$ cat config.mk
export PLATFORM = sky130hd
export DESIGN_NAME = mme_exec
export DESIGN_NICKNAME = d
export VERILOG_FILES = /design/src/mme_pkg.sv /design/src/mme_mult.sv /design/src/mme_exec.sv
export SDC_FILE = /design/constraint.sdc
export NUM_CORES = 1
export LEC_CHECK = 0
export BUFFER_PORTS_ARGS = -buffer_cell sky130_fd_sc_hd__buf_2
export CAP_MARGIN = 20
export CORE_UTILIZATION = 23
export CTS_BUF_LIST = sky130_fd_sc_hd__clkbuf_4
export CTS_CLUSTER_DIAMETER = 120
export DETAILED_ROUTE_END_ITERATION = 12
export GPL_TIMING_DRIVEN = 0
export PLACE_DENSITY = 0.49
export SYNTH_ARGS = -nofsm -noshare
export SYNTH_HDL_FRONTEND = slang
export SYNTH_SLANG_ARGS = --single-unit
$ cat constraint.sdc
create_clock -name clock -period 13.1 [get_ports clock]
set_clock_uncertainty 0.15 [all_clocks]
set_input_delay 0.655 -clock clock [delete_from_list [all_inputs] [get_ports clock]]
set_output_delay 0.655 -clock clock [all_outputs]
set_load 0.03 [all_outputs]
$ cat src/mme_pkg.sv
// Constants and carrier types for the move and multiply execution block
package mme_pkg;
   // ==========================================
   // Widths
   localparam int DATA_W = 8;
   localparam int ADDR_W = 12;
   localparam int BANK_W = 4;
   localparam int INSTR_W = 16;
   // ==========================================
   // Opcode fields
   localparam logic [6:0] OPC_STORE = 7'h37;
   localparam logic [7:0] OPC_MUL_LIT = 8'h0D;
   localparam logic [6:0] OPC_MUL_REG = 7'h01;
   localparam int OPC7_POS = 9;
   localparam int OPC8_POS = 8;
   localparam int ACCESS_BIT_POS = 8;
   // ==========================================
   // Addressing
   localparam logic [7:0] INDEXED_LIMIT = 8'h5F;
   localparam logic [3:0] ACCESS_HIGH_BANK = 4'hF;
   localparam logic [3:0] ACCESS_LOW_BANK = 4'h0;
   // ==========================================
   // Reset values
   localparam logic [7:0] PRODUCT_RESET = 8'h00;
   localparam logic [11:0] ADDR_RESET = 12'h000;
   // ==========================================
   // Types
   typedef enum logic [1:0] {
      OP_NONE,
      OP_STORE,
      OP_MUL_LIT,
      OP_MUL_REG
   } mme_op_type;
   typedef struct packed {
      logic [ADDR_W-1:0] addr;
      logic rd;
      logic wr;
      logic [DATA_W-1:0] wdata;
   } mme_mem_req_type;
   typedef struct packed {
      logic [DATA_W-1:0] high;
      logic [DATA_W-1:0] low;
   } mme_product_type;
endpackage : mme_pkg

$ cat src/mme_mult.sv
// Unsigned 8 by 8 multiplier for the product register pair
`timescale 1ns/10ps
module mme_mult (
   input wire logic [7:0] a,
   input wire logic [7:0] b,
   output mme_pkg::mme_product_type p
);
   logic [15:0] full;
   always_comb begin
      full = 16'({8'h00, a} * {8'h00, b});
      p.high = full[15:8];
      p.low = full[7:0];
   end
endmodule : mme_mult

$ cat src/mme_exec.sv
// Execution of store working register and the two multiply instructions
// How it works
// - Multiply by literal: working register times 8-bit literal into product pair.
// - Multiply by literal leaves the working register untouched.
// - Multiply by register: working register times memory byte into product pair.
// - Multiply by register changes neither working register nor memory byte.
// - Multiplies touch no status flag; zero product is not flagged.
// - Access bit clear selects access bank, set selects bank register bank.
// - Multiply by register uses indexed offset when access clear, extended, address <= 5Fh.
// - Store working register uses the same indexed offset switch.
// - One cycle: decode Q1, read Q2, compute Q3, product write Q4.
`timescale 1ns/10ps
module mme_exec (
   input wire logic clock,
   input wire logic rstn,
   input wire logic [15:0] instr_word,
   input wire logic [7:0] working_reg,
   input wire logic [3:0] bank_select_register,
   input wire logic extended_enable,
   input wire logic [11:0] index_base,
   input wire logic [7:0] mem_rdata,
   output mme_pkg::mme_mem_req_type mem_req,
   output mme_pkg::mme_product_type product,
   output logic [1:0] phase,
   output logic done
);
   typedef enum logic [1:0] {
      Q1,
      Q2,
      Q3,
      Q4
   } mme_phase_type;

   // ==========================================
   // Address formation
   function automatic logic [11:0] form_addr(input logic access, input logic [7:0] f,
         input logic ext, input logic [3:0] bank, input logic [11:0] base);
      logic [11:0] r;
      if (access) begin
         r = {bank, f};
      end else if (ext && f <= mme_pkg::INDEXED_LIMIT) begin
         r = 12'(base + {4'h0, f});
      end else if (f <= mme_pkg::INDEXED_LIMIT) begin
         r = {mme_pkg::ACCESS_LOW_BANK, f};
      end else begin
         r = {mme_pkg::ACCESS_HIGH_BANK, f};
      end
      return r;
   endfunction : form_addr

   // ==========================================
   // Opcode decoding
   function automatic mme_pkg::mme_op_type decode_op(input logic [15:0] word);
      mme_pkg::mme_op_type r;
      if (word[15:mme_pkg::OPC7_POS] == mme_pkg::OPC_STORE) begin
         r = mme_pkg::OP_STORE;
      end else if (word[15:mme_pkg::OPC8_POS] == mme_pkg::OPC_MUL_LIT) begin
         r = mme_pkg::OP_MUL_LIT;
      end else if (word[15:mme_pkg::OPC7_POS] == mme_pkg::OPC_MUL_REG) begin
         r = mme_pkg::OP_MUL_REG;
      end else begin
         r = mme_pkg::OP_NONE;
      end
      return r;
   endfunction : decode_op

   // Either multiply
   function automatic logic is_mult(input mme_pkg::mme_op_type op);
      return (op == mme_pkg::OP_MUL_LIT) || (op == mme_pkg::OP_MUL_REG);
   endfunction : is_mult

   // ==========================================
   // State and multiplier
   mme_phase_type phase_reg, phase_next;
   mme_pkg::mme_op_type op_reg, op_next;
   logic [7:0] operand_reg, operand_next;
   logic [7:0] lit_reg, lit_next;
   mme_pkg::mme_product_type prod_calc_reg, prod_calc_next;
   mme_pkg::mme_product_type product_reg, product_next;
   mme_pkg::mme_mem_req_type req_reg, req_next;
   logic done_reg, done_next;
   mme_pkg::mme_product_type mult_out;

   mme_mult mme_mult_i (
      .a(working_reg),
      .b(operand_reg),
      .p(mult_out)
   );

   // ==========================================
   // Phase sequencing
   always_comb begin
      case (phase_reg)
         Q1: begin
            phase_next = Q2;
         end
         Q2: begin
            phase_next = Q3;
         end
         Q3: begin
            phase_next = Q4;
         end
         Q4: begin
            phase_next = Q1;
         end
         default: begin
            phase_next = Q1;
         end
      endcase
   end

   always_ff @(posedge clock) begin
      if (!rstn) begin
         phase_reg <= Q1;
      end else begin
         phase_reg <= phase_next;
      end
   end

   // ==========================================
   // Instruction capture
   always_comb begin
      op_next = op_reg;
      lit_next = lit_reg;
      if (phase_reg == Q1) begin
         op_next = decode_op(instr_word);
         lit_next = instr_word[7:0];
      end
   end

   always_ff @(posedge clock) begin
      if (!rstn) begin
         op_reg <= mme_pkg::OP_NONE;
         lit_reg <= mme_pkg::PRODUCT_RESET;
      end else begin
         op_reg <= op_next;
         lit_reg <= lit_next;
      end
   end

   // ==========================================
   // Operand read
   always_comb begin
      operand_next = operand_reg;
      if (phase_reg == Q2) begin
         if (op_reg == mme_pkg::OP_MUL_REG) begin
            operand_next = mem_rdata;
         end else begin
            operand_next = lit_reg;
         end
      end
   end

   always_ff @(posedge clock) begin
      if (!rstn) begin
         operand_reg <= mme_pkg::PRODUCT_RESET;
      end else begin
         operand_reg <= operand_next;
      end
   end

   // ==========================================
   // Product pair
   always_comb begin
      prod_calc_next = prod_calc_reg;
      product_next = product_reg;
      if (phase_reg == Q3 && is_mult(op_reg)) begin
         prod_calc_next = mult_out;
      end
      if (phase_reg == Q4 && is_mult(op_reg)) begin
         product_next = prod_calc_reg;
      end
   end

   always_ff @(posedge clock) begin
      if (!rstn) begin
         prod_calc_reg <= '{high: mme_pkg::PRODUCT_RESET, low: mme_pkg::PRODUCT_RESET};
         product_reg <= '{high: mme_pkg::PRODUCT_RESET, low: mme_pkg::PRODUCT_RESET};
      end else begin
         prod_calc_reg <= prod_calc_next;
         product_reg <= product_next;
      end
   end

   // ==========================================
   // Memory request
   always_comb begin
      req_next = req_reg;
      case (phase_reg)
         Q1: begin
            req_next.rd = (decode_op(instr_word) == mme_pkg::OP_MUL_REG);
            req_next.wr = 1'b0;
            req_next.addr = form_addr(instr_word[mme_pkg::ACCESS_BIT_POS], instr_word[7:0],
               extended_enable, bank_select_register, index_base);
         end
         Q2: begin
            req_next.rd = 1'b0;
         end
         Q3: begin
            if (op_reg == mme_pkg::OP_STORE) begin
               req_next.wr = 1'b1;
               req_next.wdata = working_reg;
            end
         end
         Q4: begin
            req_next.wr = 1'b0;
         end
         default: begin
            req_next.rd = 1'b0;
            req_next.wr = 1'b0;
         end
      endcase
   end

   always_ff @(posedge clock) begin
      if (!rstn) begin
         req_reg <= '{addr: mme_pkg::ADDR_RESET, rd: 1'b0, wr: 1'b0, wdata: mme_pkg::PRODUCT_RESET};
      end else begin
         req_reg <= req_next;
      end
   end

   // ==========================================
   // Completion pulse
   always_comb begin
      done_next = 1'b0;
      if (phase_reg == Q4) begin
         done_next = (op_reg != mme_pkg::OP_NONE);
      end
   end

   always_ff @(posedge clock) begin
      if (!rstn) begin
         done_reg <= 1'b0;
      end else begin
         done_reg <= done_next;
      end
   end

   // ==========================================
   // Outputs
   assign mem_req = req_reg;
   assign product = product_reg;
   assign phase = phase_reg;
   assign done = done_reg;
endmodule : mme_exec

==> results of run 1 <==
==> routing by layer <==
layer	up-vias	track usage [%]	share of wire, %	routed length, µm
li1	2408	-	-	-
met1	2218	16.32	48	7255
met2	76	21.74	46	7034
met3	16	3.811	5.1	784
met4	6	3.663	1.1	161
met5	-	0	0.23	35
==> power by group <==
part	total, mW	internal (mW)	switching [mW]
Clock	0.127	0.0405	0.0867
Sequential	0.282	0.253	0.0292
Combinational	0.426	0.174	0.253
Total	0.836	0.467	0.369
==> worst min-delay path, stage by stage (launching register included) <==
cell and delay, ns:
dfxtp_1 0.33, nand2_1 0.04, a21boi_0 0.06
==> stage by stage <==
stage	area, µm²	hold slack, ns	setup WS (ns)	utilization (%)	cells
after floorplan	5647	0.2863	8.543	-	655
after global placement	6496	0.3024	8.143	27.35	1064
after detailed placement	6496	0.3048	8.134	27.35	1064
after CTS	6598	0.3031	8.452	27.78	1079
after global routing	6603	0.3371	8.214	27.80	1081
final	6608	0.3154	8.490	27.82	1083
==> worst paths after layout <==
check	startpoint	endpoint	slack [ns]	cells past startpoint
worst min register to register	product[9]	product[9]	0.32	2
worst max-delay path	operand_reg[5]	prod_calc_reg[14]	8.49	14
worst max register to register	operand_reg[5]	prod_calc_reg[14]	8.49	14
worst min-delay path	product[9]	product[9]	0.32	2
==> Yosys cell counts, types with 6 or more instances <==
cell,n,share of area [%]
a21o_1,9,1.2
o21a_1,6,0.80
nor2b_1,20,2.2
ha_1,48,11
clkbuf_1,23,1.5
and2_1,65,7.2
mux2i_1,20,3.5
o21ai_0,27,2.4
fa_1,37,13
a21oi_1,18,1.6
dfxtp_1,75,27
o211ai_1,8,1.1
nand2_1,89,5.9
o211a_1,12,2.1
nand3_1,26,2.3
a21boi_0,25,3.3
xnor2_1,6,0.93
inv_1,70,4.7
nor2_1,11,0.73
==> layout make-up <==
cell class                      instances  share of cell area, %
Antenna cell                            4                 0.1515
Buffer                                 27                  1.610
Clock buffer                           11                  1.250
Clock inverter                          4                 0.2840
Inverter                               70                  3.977
Multi-Input combinational cell        483                  57.15
Sequential cell                        75                  22.72
Tap cell                              319                  6.041
Timing Repair Buffer                   90                  6.817
==> cell usage in the layout, fill, tap and decap left out, types with 12 or more instances in the layout <==
| cell | count |
|---|---|
| buf_2 | 91 |
| nand2_1 | 89 |
| dfxtp_1 | 75 |
| inv_1 | 70 |
| and2_1 | 65 |
| ha_1 | 48 |
| fa_1 | 37 |
| o21ai_0 | 27 |
| nand3_1 | 26 |
| a21boi_0 | 25 |
| clkbuf_1 | 23 |
| nor2b_1 | 20 |
| mux2i_1 | 20 |
| a21oi_1 | 18 |
| o211a_1 | 12 |
==> kinds of logic (layout without fill, tap and decap cells) <==
kind of cell	Yosys count	in the layout	share of synthesized area, %
AOI/OAI and AO/OA	132	132	16.49
xor gates and xnor gates	11	11	1.706
adders and majority gates	85	85	23.75
buffers and inverters	97	202	6.537
DFF	75	75	26.59
muxes	20	20	3.545
other	0	4	0
and+or+nand+nor	235	235	21.38
==> metrics.txt, run 1 <==
Reg area=1501 µm²; vias in the first global route=about 4700; most used cell, CP=fa_1; chip height=158.7 µm; routability cong.=between 0.8 and 0.9; Inserted Clock Buffers=9; DR pass1 iterations=4; gate count after technology mapping=655; cell row count=56; status=finished, final reports clean; Unique masters post-synth=51; Core ar.=23750 µm²; WS Path Type=flop to flop; Final Setup Violations=0; root buffer cell=clkbuf_4; overall routing resource usage=between 10% and 20%; gr ovfl total=0; io pins=between 90 and 100; clock latency at the later pin of the worst-skew pair=0.45 ns; Pwr Total=0.8357 mW; vias=4724; CTS max path bufs=2; # DRC=0; Crit path largest cell delay=about 0.56 ns; CP max-delay cell=dfxtp_1; fill count=~2600; Peak Freq=around 0.22 GHz; Final Hold Vio Count=0; DR iter-0 viols=144; # hold bufs at CTS=0; nature of the critical path endpoint=flop; Slew @ Worst Pin=0.7936 ns; Yosys Warn Count=0; final worst path period share=between 30% and 40%; Setup crit start kind=flop; dpl hpwl=about 12 mm; multi-input logic area=around 3800 µm²; HP Class=flop to flop; Mapped Area=between 5000 and 6000 µm²; setup bufs post-CTS=0; die footprint=25180 µm²; relative slew slack=47.09%; main flop type after synthesis=dfxtp_1; Initial Util=between 20% and 30%; leak pwr=between 3 and 4 nW; max reg flops=22; initial antenna violation count=8; routed wire length=15.27 mm; clock slew at reported path FFs=0.12 ns; WP data required=13.30 ns; Pwr Density=126.5 nW/µm²; CTS tree=yes; Avg Synthesized Cell Area=about 8.6 µm²; Post-synth EDFFs=0; ys async rst share=0%; max_cap viols=0; RSZ-0062 raised after global routing=no; drt wl/cell=14.10 µm; first-pass GRT wire length=24.96 mm; CP Buf/Inv Count=2; crit path max fanout=9; vias per cell=4.362; CP top delay family=adder cells; die width=158.7 µm; largest net degree at the start of global routing=12; post-cts resize count=0; Max VDD drop=just under 0.06 mV; PortBufs=90; min Tclk post-route=4.610 ns; Sum Neg Setup Slack=0 ns; H-tree level count=3; remaining antenna violation count=0; flop and latch count out of synthesis=75; P&R area growth vs syn=17.02%; sequential area share after synthesis=26.59%; syn nets=791; share of cells above drive strength 1=between 10% and 20%; max-slew violations=0; Arr. time, crit path=4.81 ns; Sink Count=75; critical-path cell list=and2_1, fa_1, fa_1, fa_1, inv_1, fa_1, inv_1, ha_1, a21o_1, a21oi_1, nor2_1, o31a_1, a32o_1, a211o_1; Final nets=892
Power figures use the tool's default switching activity.
==> run 2, diff against run 1 <==
PLACE_DENSITY = 0.51   (was 0.49)
clock period = 4 ns   (was 13.1 ns; I/O delays follow)
==> metrics.txt, run 2 (same netlist as run 1, synthesis figures left out) <==
WS Path Type=flop to flop; die footprint=25180 µm² (unchanged); worst hold stages=4 (+2); Final Hold Vio Count=0 (unchanged); max-slew violations=0 (unchanged); routed wire length=15.59 mm (+2.1%); relative slew slack=51.08% (+4.0 points); io pins=92 (unchanged); vias per cell=4.339 (-0.53%); dpl hpwl=12.33 mm (+0.39%); Slew @ Worst Pin=0.7337 ns (-0.05986 ns); Pwr Density=434.1 nW/µm² (+240%); Register-to-Register Path Depth=14 (unchanged); RSZ-0062 raised after global routing=yes; overall routing resource usage=13.28% (+0.20 points); gr ovfl total=0 (unchanged); Setup crit start kind=flop; P&R area growth vs syn=30.27%; first-pass GRT wire length=25.50 mm (+2.2%); Core ar.=23750 µm² (unchanged); initial antenna violation count=1 (-7); leak pwr=3.489 nW (+9.3%); cell row count=56 (unchanged); Crit path largest cell delay=0.57 ns (about the same); Initial Util=23.77% (unchanged); Sink Count=75 (unchanged); most frequent cells in the layout=buf_2 (91), nand2_1 (86), dfxtp_1 (69); vias=4920 (+4.1%); commonest non-fill, non-tap cell in the layout=buf_2; start point of the critical path=operand_reg[4]; H-tree level count=3 (unchanged); clock slew at reported path FFs=0.14 ns (+0.02 ns); Sum Neg Setup Slack=-0.7735 ns (-0.7735 ns); Arr. time, crit path=4.41 ns (-0.40 ns); Final Setup Violations=7 (+7); # DRC=0 (unchanged); HP Class=input pin to flop; fin worst setup slack=-0.2097 ns (-8.700 ns); Inserted Clock Buffers=9 (unchanged); DR iter-0 viols=232 (+61%); PortBufs=90 (unchanged); Worst R2R Start=operand_reg[4]; chip height=158.7 µm (unchanged); drt wl/cell=13.75 µm (-2.5%); DR pass1 iterations=4 (unchanged); vias in the first global route=4836 (+1.8%); Final nets=946 (+6.1%); share of cells above drive strength 1=21.13% (+7.1 points); root buffer cell=clkbuf_4; routability cong.=0.8293 (+2.4%); CTS max path bufs=2 (unchanged); CP max-delay cell=fa_1; design area=7356 µm² (+11%); nature of the critical path endpoint=flop; final non-filler cell total=1134 (+4.7%); critical-path cell list=and2_4, fa_1, fa_1, fa_1, inv_1, fa_1, inv_2, ha_4, a21o_1, a21oi_2, nor2_2, o31a_1, a32o_1, a211o_1; worst reg2reg setup slack=-0.21 ns (-8.70 ns); CTS tree=yes; crit path max fanout=7 (-2); fill count=2558 (-3.1%); Max VDD drop=0.1481 mV (+150%); Post-Place Cells=1064 (unchanged); remaining antenna violation count=0 (unchanged); hold endpoint=mem_req[19]; end of the worst register-to-register path=prod_calc_reg[14]; Hold Path Origin=index_base[8]; die width=158.7 µm (unchanged); placed standard-cell area=6599 µm² (+1.6%); min Tclk post-route=4.210 ns (-0.4001 ns); Final Util=30.97% (+3.2 points); most used cell, CP=fa_1; max reg flops=22 (unchanged); Hold Slack=0.05565 ns (-0.2598 ns); failing checks=setup timing; WP data required=4.20 ns (-9.10 ns); max_cap viols=0 (unchanged); largest net degree at the start of global routing=13 (+1); Peak Freq=0.2375 GHz (+9.5%); final worst path period share=105.2% (+70 points); status=finished, violations left; clock latency at the later pin of the worst-skew pair=0.46 ns (about the same)
-- run 2: cell count changes in the layout (fill, tap and decap cells not counted), sizes merged --
cell,before,now
buf,94,113
bufinv,0,3
clkbuf,34,33
clkinv,3,2
clkinvlp,1,0
diode,4,1
dlygate4sd3,0,35
-- run 2: cell type report --
type                       instances  area (µm²)  share of cell area [%]
buffer                            27       116.4                   1.582
clock inverter                     5       102.6                   1.395
tap                              319       399.1                   5.426
timing repair buffer             144       943.4                   12.83
multi-input combinational        483        3930                   53.43
sequential                        75        1524                   20.72
clock buffer                      10       75.07                   1.021
antenna                            1       2.502                 0.03402
inverter                          70       262.8                   3.572
-- run 2: metrics by stage --
stage | power, mW | worst slack, ns
floorplan | 2.078 | -0.001492
global placement | 2.479 | -0.2378
detailed placement | 2.480 | -0.2536
CTS | 3.215 | -0.2159
global route | 3.510 | -0.3725
finish | 3.193 | -0.2097
-- run 2: what timing repair did --
item	4_1_cts	5_1_grt
endpoints found under the setup margin	7	8
pin swaps	9	20
hold endpoints to repair	36	0
gates resized for setup	16	14
setup buffers	12	7
hold buffers	35	0
-- run 2: how the worst max path moves through the flow --
stage / to / slack (ns) / depth (start not counted)
after CTS: prod_calc_reg[14] / -0.22 / 14
after detailed placement: prod_calc_reg[15] / -0.25 / 16
after global routing: prod_calc_reg[14] / -0.37 / 14
after global placement: prod_calc_reg[15] / -0.24 / 16
after floorplan: prod_calc_reg[14] / -0.001 / 14
final: prod_calc_reg[14] / -0.21 / 14
-- run 2: metal layers --
layer | GRT usage, % | vias to the layer above | share of wire, %
li1 | - | 2499 | -
met1 | 17.18 | 2325 | 47
met2 | 22.10 | 85 | 47
met3 | 3.457 | 11 | 4.6
met4 | 2.701 | 0 | 0.87
met5 | 0 | - | 0
-- run 2: power breakdown --
part / internal [mW] / total, mW / switching (mW)
registers: 0.837 / 0.931 / 0.0941
clock network: 0.319 / 0.609 / 0.290
logic: 0.747 / 1.65 / 0.906
-- run 2: worst max-delay path: cells and delay by family (launching register included) --
kind / cells / cell delay (ns)
and+or+nand+nor: 2 / 0.22
DFF: 1 / 0.40
adders and majority gates: 5 / 2.23
AOI/OAI and AO/OA: 5 / 1.01
buffers and inverters: 2 / 0.10
==> run 3, diff against run 2 <==
SETUP_SLACK_MARGIN = 0.5   (was not set)
SYNTH_HIERARCHICAL = 1   (was not set)
==> metrics.txt, run 3 <==
worst slack, placed=-0.4415 ns (-0.1879 ns); Unique masters post-synth=66 (+29%); Setup crit start kind=flop; dpl hpwl=11.93 mm (-3.3%); largest net degree at the start of global routing=14 (+1); fill count=2571 (+0.51%); Core ar.=23540 µm² (-0.88%); Peak Freq=0.2344 GHz (-1.3%); Final Hold Vio Count=0 (unchanged); gr ovfl total=0 (unchanged); die width=157.0 µm (-1.0%); Inserted Clock Buffers=9 (unchanged); top cells by count, synth=nand2_1 (115), dfxtp_1 (75), inv_1 (62); relative slew slack=60.42% (+9.3 points); Sink Count=75 (unchanged); remaining antenna violation count=0 (unchanged); largest family of logic cells by synthesized area=adder cells; DR pass1 iterations=5 (+1); post-synth top area cell=dfxtp_1; Final nets=957 (+1.2%); Final Util=31.45% (+0.48 points); placed standard-cell area=6465 µm² (-2.0%); max_cap viols=0 (unchanged); crit path max fanout=4 (-3); WP data required=4.24 ns (+0.04 ns); vias=4957 (+0.75%); Initial Util=23.49% (-0.29 points); clock latency at the later pin of the worst-skew pair=0.46 ns (about the same); drt wl/cell=13.41 µm (-2.5%); Synth Area in Adders=24.26% (+0.51 points); Worst R2R Start=operand_reg[2]; Post-Synth XOR/XNOR Area=2.059% (+0.35 points); Post-synth EDFFs=0 (unchanged); most frequent cell after synthesis=nand2_1; commonest non-fill, non-tap cell in the layout=nand2_1; Post-Place Cells=1068 (+0.38%); H-tree level count=3 (unchanged); CTS tree=yes; clock slew at reported path FFs=0.13 ns (about the same); DR iter-0 viols=205 (-12%); sequential area share after synthesis=27.16% (+0.57 points); fin worst setup slack=-0.2657 ns (-0.05602 ns); CP max-delay cell=fa_1; root buffer cell=clkbuf_4; gate count after technology mapping=658 (+0.46%); CP Buf/Inv Count=5 (+3); failing checks=setup timing; most frequent cells in the layout=nand2_1 (113), buf_2 (93), dfxtp_1 (69); cell row count=56 (unchanged); first-pass GRT wire length=25.26 mm (-0.95%); RSZ-0062 raised after global routing=yes; Max VDD drop=0.2092 mV (+41%); max-slew violations=0 (unchanged); share of cells above drive strength 1=24.21% (+3.1 points); ys async rst share=0% (unchanged); mux contribution to synthesized area=2.919% (-0.63 points); HP Class=input pin to flop; nature of the critical path endpoint=flop; Hold Path Origin=instr_word[14]; syn nets=794 (+0.38%); min Tclk post-route=4.266 ns (+0.05602 ns); chip height=157.0 µm (-1.0%); Mapped Area=5529 µm² (-2.1%); Arr. time, crit path=4.50 ns (+0.09 ns); Yosys Warn Count=6 (+6); WS Path Type=flop to flop; routability cong.=0.8173 (-1.4%); main flop type after synthesis=dfxtp_1; Pwr Density=489.4 nW/µm² (+13%); share of the synthesized area in the top cell type=27.16% (+0.57 points); Final Setup Violations=7 (unchanged); vias in the first global route=4998 (+3.3%); Synth Area in Compound Gates=15.73% (-0.76 points); max reg flops=22 (unchanged); vias per cell=4.325 (-0.30%); Slew @ Worst Pin=0.5937 ns (-0.1401 ns); P&R area growth vs syn=33.90%; routed wire length=15.37 mm (-1.4%); worst reg2reg setup slack=-0.27 ns (-0.06 ns); leak pwr=3.408 nW (-2.3%); CP top delay family=adder cells; design area=7403 µm² (+0.65%); overall routing resource usage=13.08% (-0.20 points); die footprint=24660 µm² (-2.1%); Avg Synthesized Cell Area=8.403 µm² (-2.5%); critical-path cell list=and2_4, fa_1, inv_2, fa_1, inv_1, fa_1, inv_1, fa_1, inv_2, ha_4, and2_4, a221oi_4, buf_4, nand2_2, a31oi_4, xnor2_2, nand2_1, a21oi_1; # DRC=0 (unchanged); CTS max path bufs=2 (unchanged); start point of the critical path=operand_reg[2]; PortBufs=91 (+1.1%); Crit path largest cell delay=0.55 ns (-0.02 ns); simple-gate share of the synthesized area=21.86% (+0.48 points); flop and latch count out of synthesis=75 (unchanged); largest cells by area after synthesis=dfxtp_1 (27%), fa_1 (13%), ha_1 (11%), nand2_1 (7.8%), and2_1 (6.0%); initial antenna violation count=1 (unchanged); most used cell, CP=fa_1; status=finished, violations left; final worst path period share=106.6% (+1.4 points); io pins=92 (unchanged); final non-filler cell total=1146 (+1.1%)
-- run 3: layer usage --
| metal | track usage (%) | wire length (µm) | share of wire (%) |
|---|---|---|---|
| met5 | 0 | 0 | 0 |
| met3 | 3.387 | 750 | 4.9 |
| met1 | 15.82 | 7029 | 46 |
| met4 | 3.467 | 244 | 1.6 |
| met2 | 22.84 | 7346 | 48 |
-- run 3: metrics by stage --
stage	setup TNS, ns	hold WS [ns]	total power [mW]
finish	-1.170	0.04937	3.623
global route	-2.650	0.03027	3.913
floorplan	-0.04116	0.1939	2.165
global placement	-1.375	0.2948	2.596
detailed placement	-1.600	0.2934	2.600
CTS	-1.058	0.008454	3.414
-- run 3: logic make-up (layout without fill, tap and decap cells) --
family,count (synthesis),after routing
and+or+nand+nor,257,257
AOI/OAI and AO/OA,126,126
buffers and inverters,86,254
adders and majority gates,85,85
DFF,75,75
muxes,16,16
xor gates and xnor gates,13,13
other,0,1
-- run 3: layout make-up --
| type | instances | area [µm²] | share of cell area (%) |
|---|---|---|---|
| flip-flops and latches | 75 | 1524 | 20.58 |
| inverters | 63 | 236.5 | 3.194 |
| diodes | 1 | 2.502 | 0.03380 |
| multi-input cells | 497 | 3940 | 53.22 |
| well taps | 319 | 399.1 | 5.391 |
| clock buffers | 11 | 82.58 | 1.115 |
| plain buffers | 23 | 96.34 | 1.301 |
| clock inverters | 5 | 78.83 | 1.065 |
| repair buffers | 152 | 1044 | 14.09 |
-- run 3: what timing repair did --
| item | CTS | global route |
|---|---|---|
| endpoints found under the setup margin | 10 | 11 |
| resized for setup | 26 | 21 |
| endpoints found under the hold margin | 36 | 0 |
| buffers inserted | 17 | 6 |
| pin swaps | 25 | 23 |
| hold buffers | 38 | 0 |
-- run 3: path summary, 6_finish.rpt --
check	to	cells past startpoint
max reg2reg	prod_calc_reg[11]	18
min	mem_req[9]	5
max	prod_calc_reg[11]	18
min reg2reg	product[1]	2
-- run 3: power breakdown --
part	internal, mW	leakage (nW)	switching [mW]	total, mW
clock network	0.265	0.0807	0.280	0.546
logic	1.04	2.71	1.12	2.16
registers	0.838	0.615	0.0837	0.922
total	2.14	3.41	1.48	3.62
-- run 3: worst register-to-register path, delay by kind of cell (launching register included) --
| family | cells | cell delay, ns |
|---|---|---|
| buf+inv | 5 | 0.35 |
| compound gates | 3 | 0.58 |
| xor+xnor | 1 | 0.12 |
| flops | 1 | 0.38 |
| simple gates | 4 | 0.42 |
| fa+ha+maj | 5 | 2.23 |
